[config.mk]
export PLATFORM = sky130hd
export DESIGN_NAME = rtcpt_top
export DESIGN_NICKNAME = d
export VERILOG_FILES = /design/src/rtcpt_pkg.sv /design/src/rtcpt_top.sv
export VERILOG_INCLUDE_DIRS = /design/src
export SDC_FILE = /design/constraint.sdc
export NUM_CORES = 1
export LEC_CHECK = 0
export BUFFER_PORTS_ARGS = -buffer_cell sky130_fd_sc_hd__buf_2
export CAP_MARGIN = 20
export CORE_MARGIN = 8
export CORE_UTILIZATION = 35
export DETAILED_ROUTE_END_ITERATION = 8
export PLACE_DENSITY = 0.63
export SYNTH_ARGS = -nofsm -noshare
export SYNTH_HDL_FRONTEND = slang
export SYNTH_SLANG_ARGS = --single-unit
export TNS_END_PERCENT = 10
[constraint.sdc]
create_clock -name clk_i -period 3.1 [get_ports clk_i]
set_input_delay 0.465 -clock clk_i [delete_from_list [all_inputs] [get_ports clk_i]]
set_output_delay 0.465 -clock clk_i [all_outputs]
set_load 0.1 [all_outputs]
[src/rtcpt_defs.svh]
// Register map, field positions, reset values and sync counts of the RTC and tick timer block
// What this block does
// - Counter runs in idle sleep; in standby only when run_in_standby (bit 7) is set.
// - Periodic tick timer keeps running in every sleep mode.
// - Counter and tick logic advance on the slow timebase clock, crossed into the bus clock.
// - Status bits 3..0 show compare, period, count and control synchronisation busy.
// - Tick status bit 0 is busy while a tick control write is synchronised.
// - Prescaler change takes effect two slow clock cycles after the write; control busy meanwhile.
// - Prescaler field bits 6:3 divides the slow clock by two to its value.
// - Control bit 0 counter_enable starts and stops the counter; resets to 0.
// - Interrupt enable bit 1 enables the compare_match interrupt.
// - Interrupt enable bit 0 enables the wrap_event interrupt.
// - Flag bit 1 sets on compare match; writing 1 clears it.
// - Flag bit 0 sets when the counter wraps at period; writing 1 clears it.
// - One shared byte latch, software readable and writable, serves all 16-bit registers.
// - Tick interval 0 disables ticks, n in 1..14 gives 2^(n+1) slow cycles, 15 reserved.
// - periodic_tick flag sets on each tick; writing 1 clears it.
// - Two-bit timebase source select picks the slow clock source.
// - Count and period writes take effect two slow cycles later; software waits for busy clear.
`ifndef RTCPT_DEFS_SVH
`define RTCPT_DEFS_SVH

// Register indices; the byte address is four times the index
`define RTCPT_IDX_CTRL      5'h00
`define RTCPT_IDX_STATUS    5'h01
`define RTCPT_IDX_INT_EN    5'h02
`define RTCPT_IDX_FLAGS     5'h03
`define RTCPT_IDX_TEMP      5'h04
`define RTCPT_IDX_HALT      5'h05
`define RTCPT_IDX_TIMEBASE_SOURCE    5'h07
`define RTCPT_IDX_CNT_LO    5'h08
`define RTCPT_IDX_CNT_HI    5'h09
`define RTCPT_IDX_PER_LO    5'h0A
`define RTCPT_IDX_PER_HI    5'h0B
`define RTCPT_IDX_CMP_LO    5'h0C
`define RTCPT_IDX_CMP_HI    5'h0D
`define RTCPT_IDX_TICK_CTRL 5'h10
`define RTCPT_IDX_TICK_STAT 5'h11
`define RTCPT_IDX_TICK_EN   5'h12
`define RTCPT_IDX_TICK_FLAG 5'h13
`define RTCPT_IDX_TICK_HALT 5'h15
`define RTCPT_IDX_EVT_STAT  5'h18
`define RTCPT_IDX_EVT_MASK  5'h19

// Writable bits of each register
`define RTCPT_CTRL_MASK     8'hF9
`define RTCPT_TICK_MASK     8'h79
`define RTCPT_INT_MASK      8'h03
`define RTCPT_BIT0_MASK     8'h01
`define RTCPT_TIMEBASE_SOURCE_MASK   8'h03

// Field positions
`define RTCPT_RUN_STDBY_BIT 7
`define RTCPT_ENABLE_BIT    0
`define RTCPT_DIV_MSB       6
`define RTCPT_DIV_LSB       3

// Busy vector positions
`define RTCPT_B_CTRL        0
`define RTCPT_B_CNT         1
`define RTCPT_B_PER         2
`define RTCPT_B_CMP         3
`define RTCPT_B_TICK        4

// Reset values and timing
`define RTCPT_PER_RESET     16'hFFFF
`define RTCPT_SYNC_EDGES    2

`endif

[src/rtcpt_pkg.sv]
// Types shared by the RTC and tick timer block
package rtcpt_pkg;

  typedef enum logic [1:0] {
    RTCPT_ACTIVE  = 2'b00,
    RTCPT_IDLE    = 2'b01,
    RTCPT_STANDBY = 2'b11
  } rtcpt_sleep_t;

  typedef struct packed {
    logic [1:0]      slow_sync;
    logic            slow_prev;
    logic [7:0]      ctrl_w;
    logic [7:0]      ctrl_s;
    logic [7:0]      int_en;
    logic [7:0]      flags;
    logic [7:0]      temp;
    logic [7:0]      halt_ctl;
    logic [7:0]      timebase_source;
    logic [15:0]     cnt;
    logic [15:0]     cnt_w;
    logic [15:0]     per_w;
    logic [15:0]     per_s;
    logic [15:0]     cmp_w;
    logic [15:0]     cmp_s;
    logic [7:0]      tick_w;
    logic [7:0]      tick_s;
    logic [7:0]      tick_en;
    logic [7:0]      tick_flag;
    logic [7:0]      tick_halt;
    logic [4:0]      busy;
    logic [4:0][1:0] sync_cnt;
    logic [14:0]     presc;
    logic [2:0]      evt_stat;
    logic [2:0]      evt_mask;
    logic            ack;
    logic [31:0]     dat;
    logic            irq;
    logic            rtc_irq;
    logic            tick_irq;
    logic            wrap_evt;
    logic            cmp_evt;
    logic            tick_evt;
  } rtcpt_state_t;

endpackage

[src/rtcpt_top.sv]
// RTC counter and periodic tick timer with a classic Wishbone register slave
//
// The Wishbone register port was decided locally.
`timescale 1ns/1ps
`include "rtcpt_defs.svh"

module rtcpt_top import rtcpt_pkg::*; (
  input  wire logic         clk_i,
  input  wire logic         rst_i,
  input  wire logic         cyc_i,
  input  wire logic         stb_i,
  input  wire logic         we_i,
  input  wire logic [6:0]   adr_i,
  input  wire logic [3:0]   sel_i,
  input  wire logic [31:0]  dat_i,
  output logic       [31:0] dat_o,
  output logic              ack_o,
  input  wire logic         slow_clk_i,
  input  wire rtcpt_sleep_t sleep_mode_i,
  input  wire logic         halt_i,
  output logic       [1:0]  timebase_sel_o,
  output logic              irq_o,
  output logic              rtc_irq_o,
  output logic              tick_irq_o,
  output logic              wrap_evt_o,
  output logic              cmp_evt_o,
  output logic              tick_evt_o
);

  // ---------------------------------------------------------------
  // Helpers
  // ---------------------------------------------------------------
  // True when the low k prescaler bits are all ones; k = 0 is always true
  function automatic logic low_ones(input logic [14:0] v, input logic [4:0] k);
    logic [14:0] m;
    m = (15'h0001 << k) - 15'h0001;
    return (v & m) == m;
  endfunction

  rtcpt_state_t s;
  rtcpt_state_t n;

  logic       req;
  logic       wr;
  logic [4:0] idx;
  logic [7:0] wd;
  logic       slow_edge;
  logic       rtc_run;
  logic       rtc_step;
  logic       tick_run;
  logic [3:0] tick_sel;
  logic [15:0] cnt_next;
  logic [1:0] rtc_set;
  logic [1:0] rtc_clr;
  logic       tick_set;
  logic       tick_clr;
  logic [2:0] stat_clr;

  assign req       = cyc_i & stb_i & ~s.ack;
  assign wr        = req & we_i & sel_i[0];
  assign idx       = adr_i[6:2];
  assign wd        = dat_i[7:0];
  // Only the second synchroniser stage feeds the edge detector
  assign slow_edge = s.slow_sync[1] & ~s.slow_prev;
  assign tick_sel  = s.tick_s[`RTCPT_DIV_MSB:`RTCPT_DIV_LSB];

  // Counter gating by sleep mode and debug halt
  assign rtc_run = s.ctrl_s[`RTCPT_ENABLE_BIT]
                 & (sleep_mode_i != RTCPT_STANDBY | s.ctrl_s[`RTCPT_RUN_STDBY_BIT])
                 & (~halt_i | s.halt_ctl[0]);
  assign rtc_step = slow_edge & rtc_run
                  & low_ones(s.presc, {1'b0, s.ctrl_s[`RTCPT_DIV_MSB:`RTCPT_DIV_LSB]});
  // Tick timer ignores sleep entirely
  assign tick_run = s.tick_s[`RTCPT_ENABLE_BIT] & (~halt_i | s.tick_halt[0]);
  assign cnt_next = (s.cnt == s.per_s) ? 16'h0000 : s.cnt + 16'h0001;

  // ---------------------------------------------------------------
  // Next state
  // ---------------------------------------------------------------
  always_comb begin
    n          = s;
    n.ack      = req;
    n.wrap_evt = 1'b0;
    n.cmp_evt  = 1'b0;
    n.tick_evt = 1'b0;
    n.slow_sync = {s.slow_sync[0], slow_clk_i};
    n.slow_prev = s.slow_sync[1];
    rtc_set  = 2'b00;
    rtc_clr  = 2'b00;
    tick_set = 1'b0;
    tick_clr = 1'b0;
    stat_clr = 3'b000;

    if (slow_edge) begin
      // Shared prescaler stops and restarts from zero when both users are off
      if (s.ctrl_s[`RTCPT_ENABLE_BIT] | s.tick_s[`RTCPT_ENABLE_BIT]) begin
        n.presc = s.presc + 15'h0001;
      end else begin
        n.presc = 15'h0000;
      end
      if (rtc_step) begin
        n.cnt = cnt_next;
        if (s.cnt == s.per_s) begin
          rtc_set[0] = 1'b1;
          n.wrap_evt = 1'b1;
        end
        if (cnt_next == s.cmp_s) begin
          rtc_set[1] = 1'b1;
          n.cmp_evt  = 1'b1;
        end
      end
      // Codes 0 and 15 never tick
      if (tick_run && tick_sel != 4'h0 && tick_sel != 4'hF
          && low_ones(s.presc, 5'(tick_sel) + 5'h01)) begin
        tick_set   = 1'b1;
        n.tick_evt = 1'b1;
      end
      // A pending write lands on the second slow edge and overrides the count step
      for (int i = 0; i < 5; i++) begin
        if (s.busy[i]) begin
          if (s.sync_cnt[i] == 2'(`RTCPT_SYNC_EDGES - 1)) begin
            n.busy[i] = 1'b0;
            case (i)
              `RTCPT_B_CTRL: n.ctrl_s = s.ctrl_w;
              `RTCPT_B_CNT:  n.cnt    = s.cnt_w;
              `RTCPT_B_PER:  n.per_s  = s.per_w;
              `RTCPT_B_CMP:  n.cmp_s  = s.cmp_w;
              default:       n.tick_s = s.tick_w;
            endcase
          end else begin
            n.sync_cnt[i] = s.sync_cnt[i] + 2'h1;
          end
        end
      end
    end

    if (req) begin
      n.dat = 32'h0000_0000;
      if (we_i) begin
        if (sel_i[0]) begin
          case (idx)
            `RTCPT_IDX_CTRL: begin
              n.ctrl_w = wd & `RTCPT_CTRL_MASK;
              n.busy[`RTCPT_B_CTRL]     = 1'b1;
              n.sync_cnt[`RTCPT_B_CTRL] = 2'h0;
            end
            `RTCPT_IDX_INT_EN:    n.int_en = wd & `RTCPT_INT_MASK;
            `RTCPT_IDX_FLAGS:     rtc_clr = wd[1:0];
            `RTCPT_IDX_TEMP:      n.temp = wd;
            `RTCPT_IDX_HALT:      n.halt_ctl = wd & `RTCPT_BIT0_MASK;
            `RTCPT_IDX_TIMEBASE_SOURCE:    n.timebase_source = wd & `RTCPT_TIMEBASE_SOURCE_MASK;
            `RTCPT_IDX_CNT_LO,
            `RTCPT_IDX_PER_LO,
            `RTCPT_IDX_CMP_LO:    n.temp = wd;
            `RTCPT_IDX_CNT_HI: begin
              n.cnt_w = {wd, s.temp};
              n.busy[`RTCPT_B_CNT]     = 1'b1;
              n.sync_cnt[`RTCPT_B_CNT] = 2'h0;
            end
            `RTCPT_IDX_PER_HI: begin
              n.per_w = {wd, s.temp};
              n.busy[`RTCPT_B_PER]     = 1'b1;
              n.sync_cnt[`RTCPT_B_PER] = 2'h0;
            end
            `RTCPT_IDX_CMP_HI: begin
              n.cmp_w = {wd, s.temp};
              n.busy[`RTCPT_B_CMP]     = 1'b1;
              n.sync_cnt[`RTCPT_B_CMP] = 2'h0;
            end
            `RTCPT_IDX_TICK_CTRL: begin
              n.tick_w = wd & `RTCPT_TICK_MASK;
              n.busy[`RTCPT_B_TICK]     = 1'b1;
              n.sync_cnt[`RTCPT_B_TICK] = 2'h0;
            end
            `RTCPT_IDX_TICK_EN:   n.tick_en = wd & `RTCPT_BIT0_MASK;
            `RTCPT_IDX_TICK_FLAG: tick_clr = wd[0];
            `RTCPT_IDX_TICK_HALT: n.tick_halt = wd & `RTCPT_BIT0_MASK;
            `RTCPT_IDX_EVT_MASK:  n.evt_mask = wd[2:0];
            default: ;
          endcase
        end
      end else begin
        case (idx)
          `RTCPT_IDX_CTRL:      n.dat[7:0] = s.ctrl_w;
          `RTCPT_IDX_STATUS:    n.dat[3:0] = s.busy[3:0];
          `RTCPT_IDX_INT_EN:    n.dat[7:0] = s.int_en;
          `RTCPT_IDX_FLAGS:     n.dat[7:0] = s.flags;
          `RTCPT_IDX_TEMP:      n.dat[7:0] = s.temp;
          `RTCPT_IDX_HALT:      n.dat[7:0] = s.halt_ctl;
          `RTCPT_IDX_TIMEBASE_SOURCE:    n.dat[7:0] = s.timebase_source;
          `RTCPT_IDX_CNT_LO: begin
            n.dat[7:0] = s.cnt[7:0];
            n.temp     = s.cnt[15:8];
          end
          `RTCPT_IDX_PER_LO: begin
            n.dat[7:0] = s.per_w[7:0];
            n.temp     = s.per_w[15:8];
          end
          `RTCPT_IDX_CMP_LO: begin
            n.dat[7:0] = s.cmp_w[7:0];
            n.temp     = s.cmp_w[15:8];
          end
          `RTCPT_IDX_CNT_HI,
          `RTCPT_IDX_PER_HI,
          `RTCPT_IDX_CMP_HI:    n.dat[7:0] = s.temp;
          `RTCPT_IDX_TICK_CTRL: n.dat[7:0] = s.tick_w;
          `RTCPT_IDX_TICK_STAT: n.dat[0]   = s.busy[`RTCPT_B_TICK];
          `RTCPT_IDX_TICK_EN:   n.dat[7:0] = s.tick_en;
          `RTCPT_IDX_TICK_FLAG: n.dat[7:0] = s.tick_flag;
          `RTCPT_IDX_TICK_HALT: n.dat[7:0] = s.tick_halt;
          `RTCPT_IDX_EVT_STAT: begin
            n.dat[2:0] = s.evt_stat;
            stat_clr   = 3'b111;
          end
          `RTCPT_IDX_EVT_MASK:  n.dat[2:0] = s.evt_mask;
          default: ;
        endcase
      end
    end

    // A setting event wins over a clear in the same cycle
    n.flags[1:0]   = (s.flags[1:0] & ~rtc_clr) | rtc_set;
    n.tick_flag[0] = (s.tick_flag[0] & ~tick_clr) | tick_set;
    n.evt_stat     = (s.evt_stat & ~stat_clr) | {tick_set, rtc_set[1], rtc_set[0]};
    n.irq          = |(n.evt_stat & n.evt_mask);
    // Interrupt lines are registered so every output comes straight from a flop
    n.rtc_irq      = |(n.flags[1:0] & n.int_en[1:0]);
    n.tick_irq     = n.tick_flag[0] & n.tick_en[0];
  end

  // ---------------------------------------------------------------
  // State register
  // ---------------------------------------------------------------
  always_ff @(posedge clk_i) begin
    if (rst_i) begin
      s       <= '0;
      s.per_w <= `RTCPT_PER_RESET;
      s.per_s <= `RTCPT_PER_RESET;
    end else begin
      s <= n;
    end
  end

  assign dat_o          = s.dat;
  assign ack_o          = s.ack;
  assign timebase_sel_o = s.timebase_source[1:0];
  assign irq_o          = s.irq;
  assign rtc_irq_o      = s.rtc_irq;
  assign tick_irq_o     = s.tick_irq;
  assign wrap_evt_o     = s.wrap_evt;
  assign cmp_evt_o      = s.cmp_evt;
  assign tick_evt_o     = s.tick_evt;
endmodule // rtcpt_top

==> results of run 1 <==
[final timing paths]
kind / start / to / slack [ns] / depth (start not counted)
max reg2reg: s[256] / s[208] / 0.14 / 11
max: s[256] / s[208] / 0.14 / 11
min reg2reg: s[61] / s[61] / 0.45 / 2
min: slow_clk_i / n[269] / 0.23 / 2
[flip-flops by register name (all words and copies together) (netlist names)]
name	cells
timebase_sel_o	2
s	171
tick_irq_o	1
rtc_irq_o	1
cmp_evt_o	1
ack_o	1
n	2
irq_o	1
tick_evt_o	1
wrap_evt_o	1
dat_o	8
[power breakdown]
group          internal (mW)  switching [mW]  total, mW
Clock                   1.09            1.12       2.22
Combinational         0.0492           0.271      0.320
Sequential              2.44         0.00625       2.45
[cells in the final DEF, fill, tap and decap left out, drive strengths merged, types with 4 or more instances in the layout]
cell type / netlist / layout
or4: 5 / 5
o21ai: 33 / 33
a222oi: 5 / 5
and4b: 4 / 4
mux2i: 23 / 23
conb: 2 / 25
o211ai: 6 / 6
nand4: 10 / 10
o32ai: 4 / 4
nor2: 107 / 107
nand2b: 13 / 13
a22oi: 22 / 22
and4: 7 / 7
buf: 61 / 107
a31o: 6 / 6
xor2: 32 / 32
inv: 14 / 25
and2: 7 / 7
and3: 11 / 11
o22ai: 10 / 10
nand3: 35 / 35
dfxtp: 190 / 190
a21oi: 133 / 133
nor2b: 45 / 45
clkbuf: 68 / 17
nand2: 198 / 198
o2111ai: 4 / 4
or3: 8 / 8
a211oi: 17 / 17
nor3: 33 / 33
nand3b: 8 / 8
xnor2: 17 / 17
nor4: 18 / 18
a221oi: 8 / 8
o211a: 4 / 4
ha: 4 / 4
a211o: 32 / 32
a31oi: 4 / 4
[what timing repair did]
action / 4_1_cts / 5_1_grt
setup endpoints to repair: 0 / 11
gates resized for setup: 0 / 3
endpoints found under the hold margin: 0 / 0
[cell families after synthesis]
kind of cell    after synthesis
compound gates              322
xor+xnor                     51
fa+ha+maj                     4
buf+inv                     143
flops                       190
mux                          26
other cells                   2
simple gates                520
[cell type report]
type / instances / area (um^2)
Sequential cell: 190 / 3800
Clock inverter: 15 / 163
Multi-Input combinational cell: 948 / 5610
Fill cell: 2918 / 17200
Inverter: 14 / 52.6
Clock buffer: 17 / 425
Timing Repair Buffer: 107 / 749
Tap cell: 384 / 480
[metal layers]
layer,up-vias,track usage
li1,4443,-
met1,4417,0.244
met2,372,0.277
met3,46,0.0263
met4,0,0.0765
met5,-,0
==> results.sh, run 1 <==
export IMPL_status="complete, no violations"
export IMPL_die_h_um=185
export IMPL_io_buffers=39
export IMPL_dp_hpwl_um=21800
export IMPL_synth_area_leaders="dfxtp_1, nand2_1, a21oi_1"
export IMPL_htree_levels=4
export IMPL_wl_met3_um=2150
export IMPL_clk_latency_ns=0.44
export IMPL_diodes=0
export IMPL_met2_length_um=13900
export IMPL_finalNonFillerCells=1675
export IMPL_grt_max_degree=93
export IMPL_wl_met1_um=13800
export IMPL_synthTopCellsByCount="nand2_1, dfxtp_1, a21oi_1"
export IMPL_cts_buffer_depth=2
export IMPL_core_area_um2=28500
export IMPL_yosys_mux_area_fraction=0.0275
export IMPL_netlist_area_leader_share=0.380
export IMPL_gr_total_overflow=0
export IMPL_synth_seq_cells=190
export IMPL_detail_route_iter0_violations=1062
export IMPL_synth_flop_cell="dfxtp_1"
export IMPL_hold_slack_ns=0.234
export IMPL_fmax_mhz=338
export IMPL_avgSynthCellArea_um2=7.96
export IMPL_ys_seq_area_frac=0.380
export IMPL_numCtsBuffers=17
export IMPL_final_nets=1334
export IMPL_max_slew_worst_pin_slew_ns=0.673
export IMPL_cp_max_fo=8
export IMPL_critPathCaptureType="register"
export IMPL_synth_compound_area_frac=0.213
export IMPL_critical_path_class="reg2reg"
export IMPL_route_vias_total=9278
export IMPL_fin_skew_ns=0.0128
export IMPL_postRouteAntennaNets=0
export IMPL_async_flop_share=0
export IMPL_rows=62
export IMPL_maxUsedRoutingLayer="met4"
export IMPL_ir_drop_mv=0.426
export IMPL_final_hold_violation_count=0
export IMPL_relSlewSlack=0.547
export IMPL_final_area_um2=11300
export IMPL_wl_per_cell_um=18.4
export IMPL_p_total_mw=4.98
export IMPL_path_clk_slew_ns=0.08
export IMPL_cts_root_buf="clkbuf_16"
export IMPL_finalWorstSetupSlack_ns=0.144
export IMPL_grt_first_pass_wirelength_um=48000
export IMPL_crit_buf_inv=1
export IMPL_power_density_nw_per_um2=442
export IMPL_track_usage=0.179
export IMPL_avgViaCountPerCell=5.54
export IMPL_drv_cap=0
export IMPL_drive_gt1_frac=0.132
export IMPL_crit_chain="or4_1, ha_1, o21ai_0, nor3_1, o2111ai_1, a211oi_2, nand3_2, buf_4, a21oi_4, nor2_1, a211oi_1"
export IMPL_post_cts_setup_buffers=0
export IMPL_fin_setup_tns_ns=0
export IMPL_final_util=0.396
export IMPL_die_x_um=185
export IMPL_rsz0062_at_grt="yes"
export IMPL_grt_antenna_before_repair=0
export IMPL_gp_congestion=0.912
export IMPL_cts_tree="done"
export IMPL_cp_required_ns=3.45
export IMPL_drc=0
export IMPL_wl_um=30800
export IMPL_synth_xor_area_frac=0.0474
export IMPL_synth_top_family_by_area="simple AND/OR/NAND/NOR gates"
export IMPL_yosysMostFrequentCell="nand2_1"
export IMPL_area_growth_pct=12.7
export IMPL_cp_top_family="compound AO/OA/AOI/OAI gates"
export IMPL_synthCells=1258
export IMPL_hold_buffers=0
export IMPL_synth_edff_count=0
export IMPL_dieArea_um2=34300
export IMPL_yosysTopAreaCell="dfxtp_1"
export IMPL_syn_area_um2=10000
export IMPL_first_global_vias=8531
export IMPL_slowest_delay_ns=0.55
export IMPL_post_route_min_period_ns=2.96
export IMPL_ys_types=79
export IMPL_place_ws_ns=0.0971
export IMPL_yosys_area_share_simple=0.255
export IMPL_firstDrtPassIters=6
export IMPL_dp_cells=1643
export IMPL_numClockSinks=190
export IMPL_hp_class="in2reg"
export IMPL_cp_arrival_ns=3.31
export IMPL_drv_slew=0
export IMPL_setup_viol=0
export IMPL_yosys_warnings=0
export IMPL_synthAdderAreaFrac=0.00500
export IMPL_cp_start_kind="register"
export IMPL_dpl_cell_area_um2=10700
export IMPL_critPathSlowestCell="or4_1"
export IMPL_p_leak_nw=3.80
export IMPL_io_pins=93
export IMPL_start_util=0.352
export IMPL_fin_crit_sh=0.953
(Power assumes the default switching activity.)
==> run 2: changes to the inputs <==
--- a/config.mk
+++ b/config.mk
@@ -6,7 +6,7 @@
 export SDC_FILE = /design/constraint.sdc
 export NUM_CORES = 1
 export LEC_CHECK = 0
-export BUFFER_PORTS_ARGS = -buffer_cell sky130_fd_sc_hd__buf_2
+export BUFFER_PORTS_ARGS = -buffer_cell sky130_fd_sc_hd__clkbuf_2
 export CAP_MARGIN = 20
 export CORE_MARGIN = 8
 export CORE_UTILIZATION = 35
==> run 2 against run 1 <==
Against the previous run: utilization shrank 0.070 points; sequential power is essentially flat; count of clock-buffer cells in the layout grew 3; hold slack gained 0.00067 ns; wire length shrank 0.80%; clock power shrank 7%; design area shrank 0.18%; register-to-register slack is essentially flat; non-clock buffer count grew 3; global-route usage shrank 0.18 points; highest routed layer unchanged; fmax shrank 0.12%; combinational power is essentially flat.
==> results.sh, run 2 (synthesis results as in run 1) <==
export IMPL_status="complete, no violations"
export IMPL_cp_max_fo=10
export IMPL_drc=0
export IMPL_cp_required_ns=3.46
export IMPL_fillers=2977
export IMPL_gp_congestion=0.904
export IMPL_final_cell_mix="nand2_1, dfxtp_1, a21oi_1, nor2_1, buf_4"
export IMPL_detail_route_iter0_violations=904
export IMPL_hold_start="slow_clk_i"
export IMPL_track_usage=0.177
export IMPL_grt_max_degree=62
export IMPL_drv_slew=0
export IMPL_timing_rr_end="s[196]"
export IMPL_gr_total_overflow=0
export IMPL_dp_hpwl_um=22000
export IMPL_crit_chain="or4_4, ha_1, buf_4, mux2i_1, o2111ai_1, a211oi_2, nand3_2, buf_6, a21oi_4, nor2_1, a211oi_2"
export IMPL_r2r_start="s[256]"
export IMPL_r2r_setup_slack_ns=0.14
export IMPL_cp_start_kind="register"
export IMPL_route_vias_total=9329
export IMPL_grt_antenna_before_repair=0
export IMPL_postRouteAntennaNets=0
export IMPL_area_growth_pct=12.5
export IMPL_fin_skew_ns=0.0127
export IMPL_fin_crit_sh=0.955
export IMPL_power_density_nw_per_um2=429
export IMPL_final_common_cell="nand2_1"
export IMPL_rows=62
export IMPL_hold_slack_ns=0.235
export IMPL_grt_first_pass_wirelength_um=47700
export IMPL_ir_drop_mv=0.375
export IMPL_final_nets=1337
export IMPL_critPathSlowestCell="or4_4"
export IMPL_diodes=0
export IMPL_slowest_delay_ns=0.54
export IMPL_hold_buffers=0
export IMPL_wl_per_cell_um=18.2
export IMPL_final_hold_violation_count=0
export IMPL_p_leak_nw=3.78
export IMPL_io_buffers=39
export IMPL_path_clk_slew_ns=0.07
export IMPL_crit_top_cell="a211oi_2"
export IMPL_dieArea_um2=34300
export IMPL_min_to="n[269]"
export IMPL_die_x_um=185
export IMPL_critPathCaptureType="register"
export IMPL_p_total_mw=4.83
export IMPL_largest_reg_flops=171
export IMPL_first_global_vias=8538
export IMPL_max_slew_worst_pin_slew_ns=0.721
export IMPL_numCtsBuffers=17
export IMPL_cp_arrival_ns=3.32
export IMPL_cts_buffer_depth=2
export IMPL_setup_viol=0
export IMPL_cts_tree="done"
export IMPL_hold_path_cell_count=2
export IMPL_wl_um=30600
export IMPL_relSlewSlack=0.514
export IMPL_fmax_mhz=338
export IMPL_clk_latency_ns=0.44
export IMPL_hp_class="in2reg"
export IMPL_cts_root_buf="clkbuf_16"
export IMPL_post_route_min_period_ns=2.96
export IMPL_htree_levels=4
export IMPL_start_util=0.352
export IMPL_numClockSinks=190
export IMPL_die_h_um=185
export IMPL_firstDrtPassIters=6
export IMPL_reg2reg_depth=11
export IMPL_critical_path_class="reg2reg"
export IMPL_core_area_um2=28500
export IMPL_drive_gt1_frac=0.134
export IMPL_io_pins=93
export IMPL_rsz0062_at_grt="yes"
export IMPL_drv_cap=0
export IMPL_avgViaCountPerCell=5.56
export IMPL_largest_register="s"
run 2: cell count changes in the layout (fill, tap and decap cells not counted), moves of 3 or more:
| cell | before | now |
|---|---|---|
| buf_2 | 38 | 0 |
| clkinv_2 | 0 | 4 |
| clkbuf_2 | 0 | 38 |
| a211oi_1 | 16 | 13 |
| inv_8 | 7 | 0 |
| a211oi_2 | 1 | 4 |
run 2: worst max path at each step:
stage | start | endpoint | slack [ns] | cells after the start
after floorplan | s[256] | s[202] | 0.38 | 14
after global placement | s[256] | s[206] | 0.16 | 11
after detailed placement | s[256] | s[205] | 0.11 | 11
after CTS | s[256] | s[209] | 0.09 | 11
after global routing | s[256] | irq_o | -0.02 | 11
final | s[256] | s[196] | 0.14 | 11
run 2: through the flow:
step                      instance area [um^2]  setup TNS (ns)   util  setup WS (ns)  cells
after floorplan                          10100               0      -          0.384   1281
after global placement                   10700               0  0.375          0.159   1645
after detailed placement                 10700               0  0.375          0.109   1645
after CTS                                11200               0  0.394         0.0858   1677
after global routing                     11300         -0.0474  0.396        -0.0167   1678
final                                    11300               0  0.396          0.141   1678
run 2: critical path, delay by kind of cell, from the launching register on:
family          cells  cell delay [ns]
compound gates      4             0.97
mux                 1             0.13
flops               1             0.31
simple gates        3             0.88
buf+inv             2             0.37
fa+ha+maj           1             0.22
run 2: where the power goes:
part | internal [mW] | switching, mW | leakage (nW) | total (mW)
logic | 0.0498 | 0.270 | 1.99 | 0.320
clock network | 1.06 | 1.01 | 0.261 | 2.06
registers | 2.44 | 0.00617 | 1.53 | 2.45
total | 3.55 | 1.28 | 3.78 | 4.83
run 2: layer usage:
layer,wire [um],part of all wire,GRT usage,vias up
li1,-,-,-,4450
met1,13800,0.45,0.233,4460
met2,13900,0.45,0.285,348
met3,1860,0.061,0.0241,71
met4,1040,0.034,0.0775,0
met5,0,0,0,-
run 2: what timing repair did:
action,4_1_cts,5_1_grt
endpoints found under the hold margin,0,0
endpoints found under the setup margin,0,13
resized for setup,0,8
buffers inserted,0,1
run 2: layout make-up:
type / count / area [um^2] / share of cell area
Multi-Input combinational cell: 948 / 5630 / 0.500
Clock buffer: 20 / 447 / 0.0396
Inverter: 14 / 52.6 / 0.00466
Tap cell: 384 / 480 / 0.0426
Timing Repair Buffer: 110 / 767 / 0.0681
Sequential cell: 190 / 3800 / 0.338
Clock inverter: 12 / 87.6 / 0.00777
==> run 3: changes to the inputs <==
--- a/config.mk
+++ b/config.mk
@@ -8,7 +8,6 @@
 export LEC_CHECK = 0
 export BUFFER_PORTS_ARGS = -buffer_cell sky130_fd_sc_hd__clkbuf_2
 export CAP_MARGIN = 20
-export CORE_MARGIN = 8
 export CORE_UTILIZATION = 35
 export DETAILED_ROUTE_END_ITERATION = 8
 export PLACE_DENSITY = 0.63
==> run 3 against run 2 <==
Against the previous run: design area rose by 0.36%; clock power grew 2%; worst setup slack worse by 0.060 ns; first-iteration DRC count rose by 11%; via count about the same; largest power group unchanged; cell count is 0.42% lower; utilization grew 0.90 points; sequential share of layout area is 0.12 points lower; count of clock-buffer cells in the layout is the same.
==> results.sh, run 3 (synthesis results as in run 1) <==
export IMPL_crit_chain="or4_4, ha_1, buf_4, mux2i_1, o2111ai_1, a211oi_2, nand3_2, buf_4, o21ai_0, a32oi_1, nand2_1"
export IMPL_met3_usage=0.0305
export IMPL_slowest_delay_ns=0.54
export IMPL_io_buffers=39
export IMPL_rows=61
export IMPL_grt_busiest_layer="met2"
export IMPL_io_pins=93
export IMPL_final_hold_violation_count=0
export IMPL_multi_input_area_um2=5650
export IMPL_postRouteAntennaNets=0
export IMPL_cts_root_buf="clkbuf_16"
export IMPL_fmax_mhz=331
export IMPL_die_h_um=171
export IMPL_max_slew_worst_pin_slew_ns=1.00
export IMPL_power_density_nw_per_um2=432
export IMPL_place_ws_ns=-0.0174
export IMPL_crit_top_cell="buf_4"
export IMPL_wl_per_cell_um=18.1
export IMPL_relSlewSlack=0.329
export IMPL_largest_reg_flops=171
export IMPL_cp_required_ns=3.47
export IMPL_avgViaCountPerCell=5.58
export IMPL_htree_levels=4
export IMPL_firstDrtPassIters=6
export IMPL_gr_total_overflow=0
export IMPL_final_area_um2=11300
export IMPL_numCtsBuffers=17
export IMPL_first_global_vias=8429
export IMPL_post_route_min_period_ns=3.02
export IMPL_p_total_mw=4.89
export IMPL_drc=0
export IMPL_start_util=0.358
export IMPL_path_clk_slew_ns=0.07
export IMPL_fin_skew_ns=0.00819
export IMPL_finalNonFillerCells=1671
export IMPL_setup_viol=0
export IMPL_gp_congestion=0.909
export IMPL_largest_register="s"
export IMPL_track_usage=0.212
export IMPL_critPathCaptureType="register"
export IMPL_numClockSinks=190
export IMPL_detail_route_iter0_violations=1002
export IMPL_ir_drop_mv=0.362
export IMPL_cp_max_fo=10
export IMPL_rsz0062_at_grt="yes"
export IMPL_dp_hpwl_um=21400
export IMPL_final_cell_mix="nand2_1, dfxtp_1, a21oi_1, nor2_1, buf_4"
export IMPL_cp_top_family="compound AO/OA/AOI/OAI gates"
export IMPL_fin_setup_tns_ns=0
export IMPL_grt_antenna_before_repair=0
export IMPL_drv_slew=0
export IMPL_p_leak_nw=3.79
export IMPL_use_met2=0.332
export IMPL_fin_crit_sh=0.974
export IMPL_seq_area_um2=3800
export IMPL_hold_slack_ns=0.253
export IMPL_die_x_um=171
export IMPL_status="complete, no violations"
export IMPL_fillers=2924
export IMPL_finalWorstSetupSlack_ns=0.0810
export IMPL_cp_start_kind="register"
export IMPL_clk_latency_ns=0.44
export IMPL_critPathSlowestCell="or4_4"
export IMPL_final_util=0.405
export IMPL_core_area_um2=27900
export IMPL_route_vias_total=9332
export IMPL_grt_max_degree=97
export IMPL_crit_buf_inv=2
export IMPL_diodes=0
export IMPL_drv_cap=0
export IMPL_drive_gt1_frac=0.135
export IMPL_grt_util_met1=0.286
export IMPL_critical_path_class="reg2reg"
export IMPL_cts_buffer_depth=2
export IMPL_cts_tree="done"
export IMPL_final_nets=1336
export IMPL_final_common_cell="nand2_1"
export IMPL_wl_um=30200
export IMPL_cp_arrival_ns=3.39
export IMPL_grt_first_pass_wirelength_um=47400
export IMPL_area_growth_pct=12.9
export IMPL_dp_cells=1638
export IMPL_dieArea_um2=29300
export IMPL_hp_class="in2reg"
export IMPL_dpl_cell_area_um2=10700
[run 3: path summary, 6_finish.rpt]
kind / slack (ns) / end / from / depth (start not counted)
max: 0.08 / rtc_irq_o / s[256] / 11
min: 0.25 / n[269] / slow_clk_i / 2
min reg2reg: 0.45 / s[67] / s[67] / 2
max reg2reg: 0.08 / rtc_irq_o / s[256] / 11
[run 3: final cells by class]
cell class / count / area share
repair buffers: 109 / 0.0679
well taps: 378 / 0.0418
multi-input cells: 948 / 0.500
clock inverters: 12 / 0.00996
inverters: 14 / 0.00465
clock buffers: 20 / 0.0395
flip-flops and latches: 190 / 0.336
[run 3: worst register-to-register path, stage by stage (launching register included)]
cell,delay [ns]
dfxtp_1,0.31
or4_4,0.54
ha_1,0.23
buf_4,0.17
mux2i_1,0.16
o2111ai_1,0.14
a211oi_2,0.34
nand3_2,0.23
buf_4,0.20
o21ai_0,0.32
a32oi_1,0.17
nand2_1,0.14
[run 3: repair_timing]
action                                 4_1_cts  5_1_grt
endpoints found under the hold margin        0        0
setup endpoints to repair                    1       17
hold buffers                                 0        0
buffers inserted                             0        1
gates cloned                                 0        0
resized for setup                            1        9
pin swaps                                    0        7
[run 3: where the power goes]
group	switching, mW	internal, mW
Combinational	0.270	0.0515
Sequential	0.00629	2.44
Clock	0.978	1.14
Total	1.25	3.63
[run 3: layer usage]
metal	part of all wire	wire, um	vias to the layer above
met5	0	0	-
met4	0.034	1010	0
met3	0.062	1880	62
met2	0.45	13600	377
met1	0.46	13800	4448
li1	-	-	4445
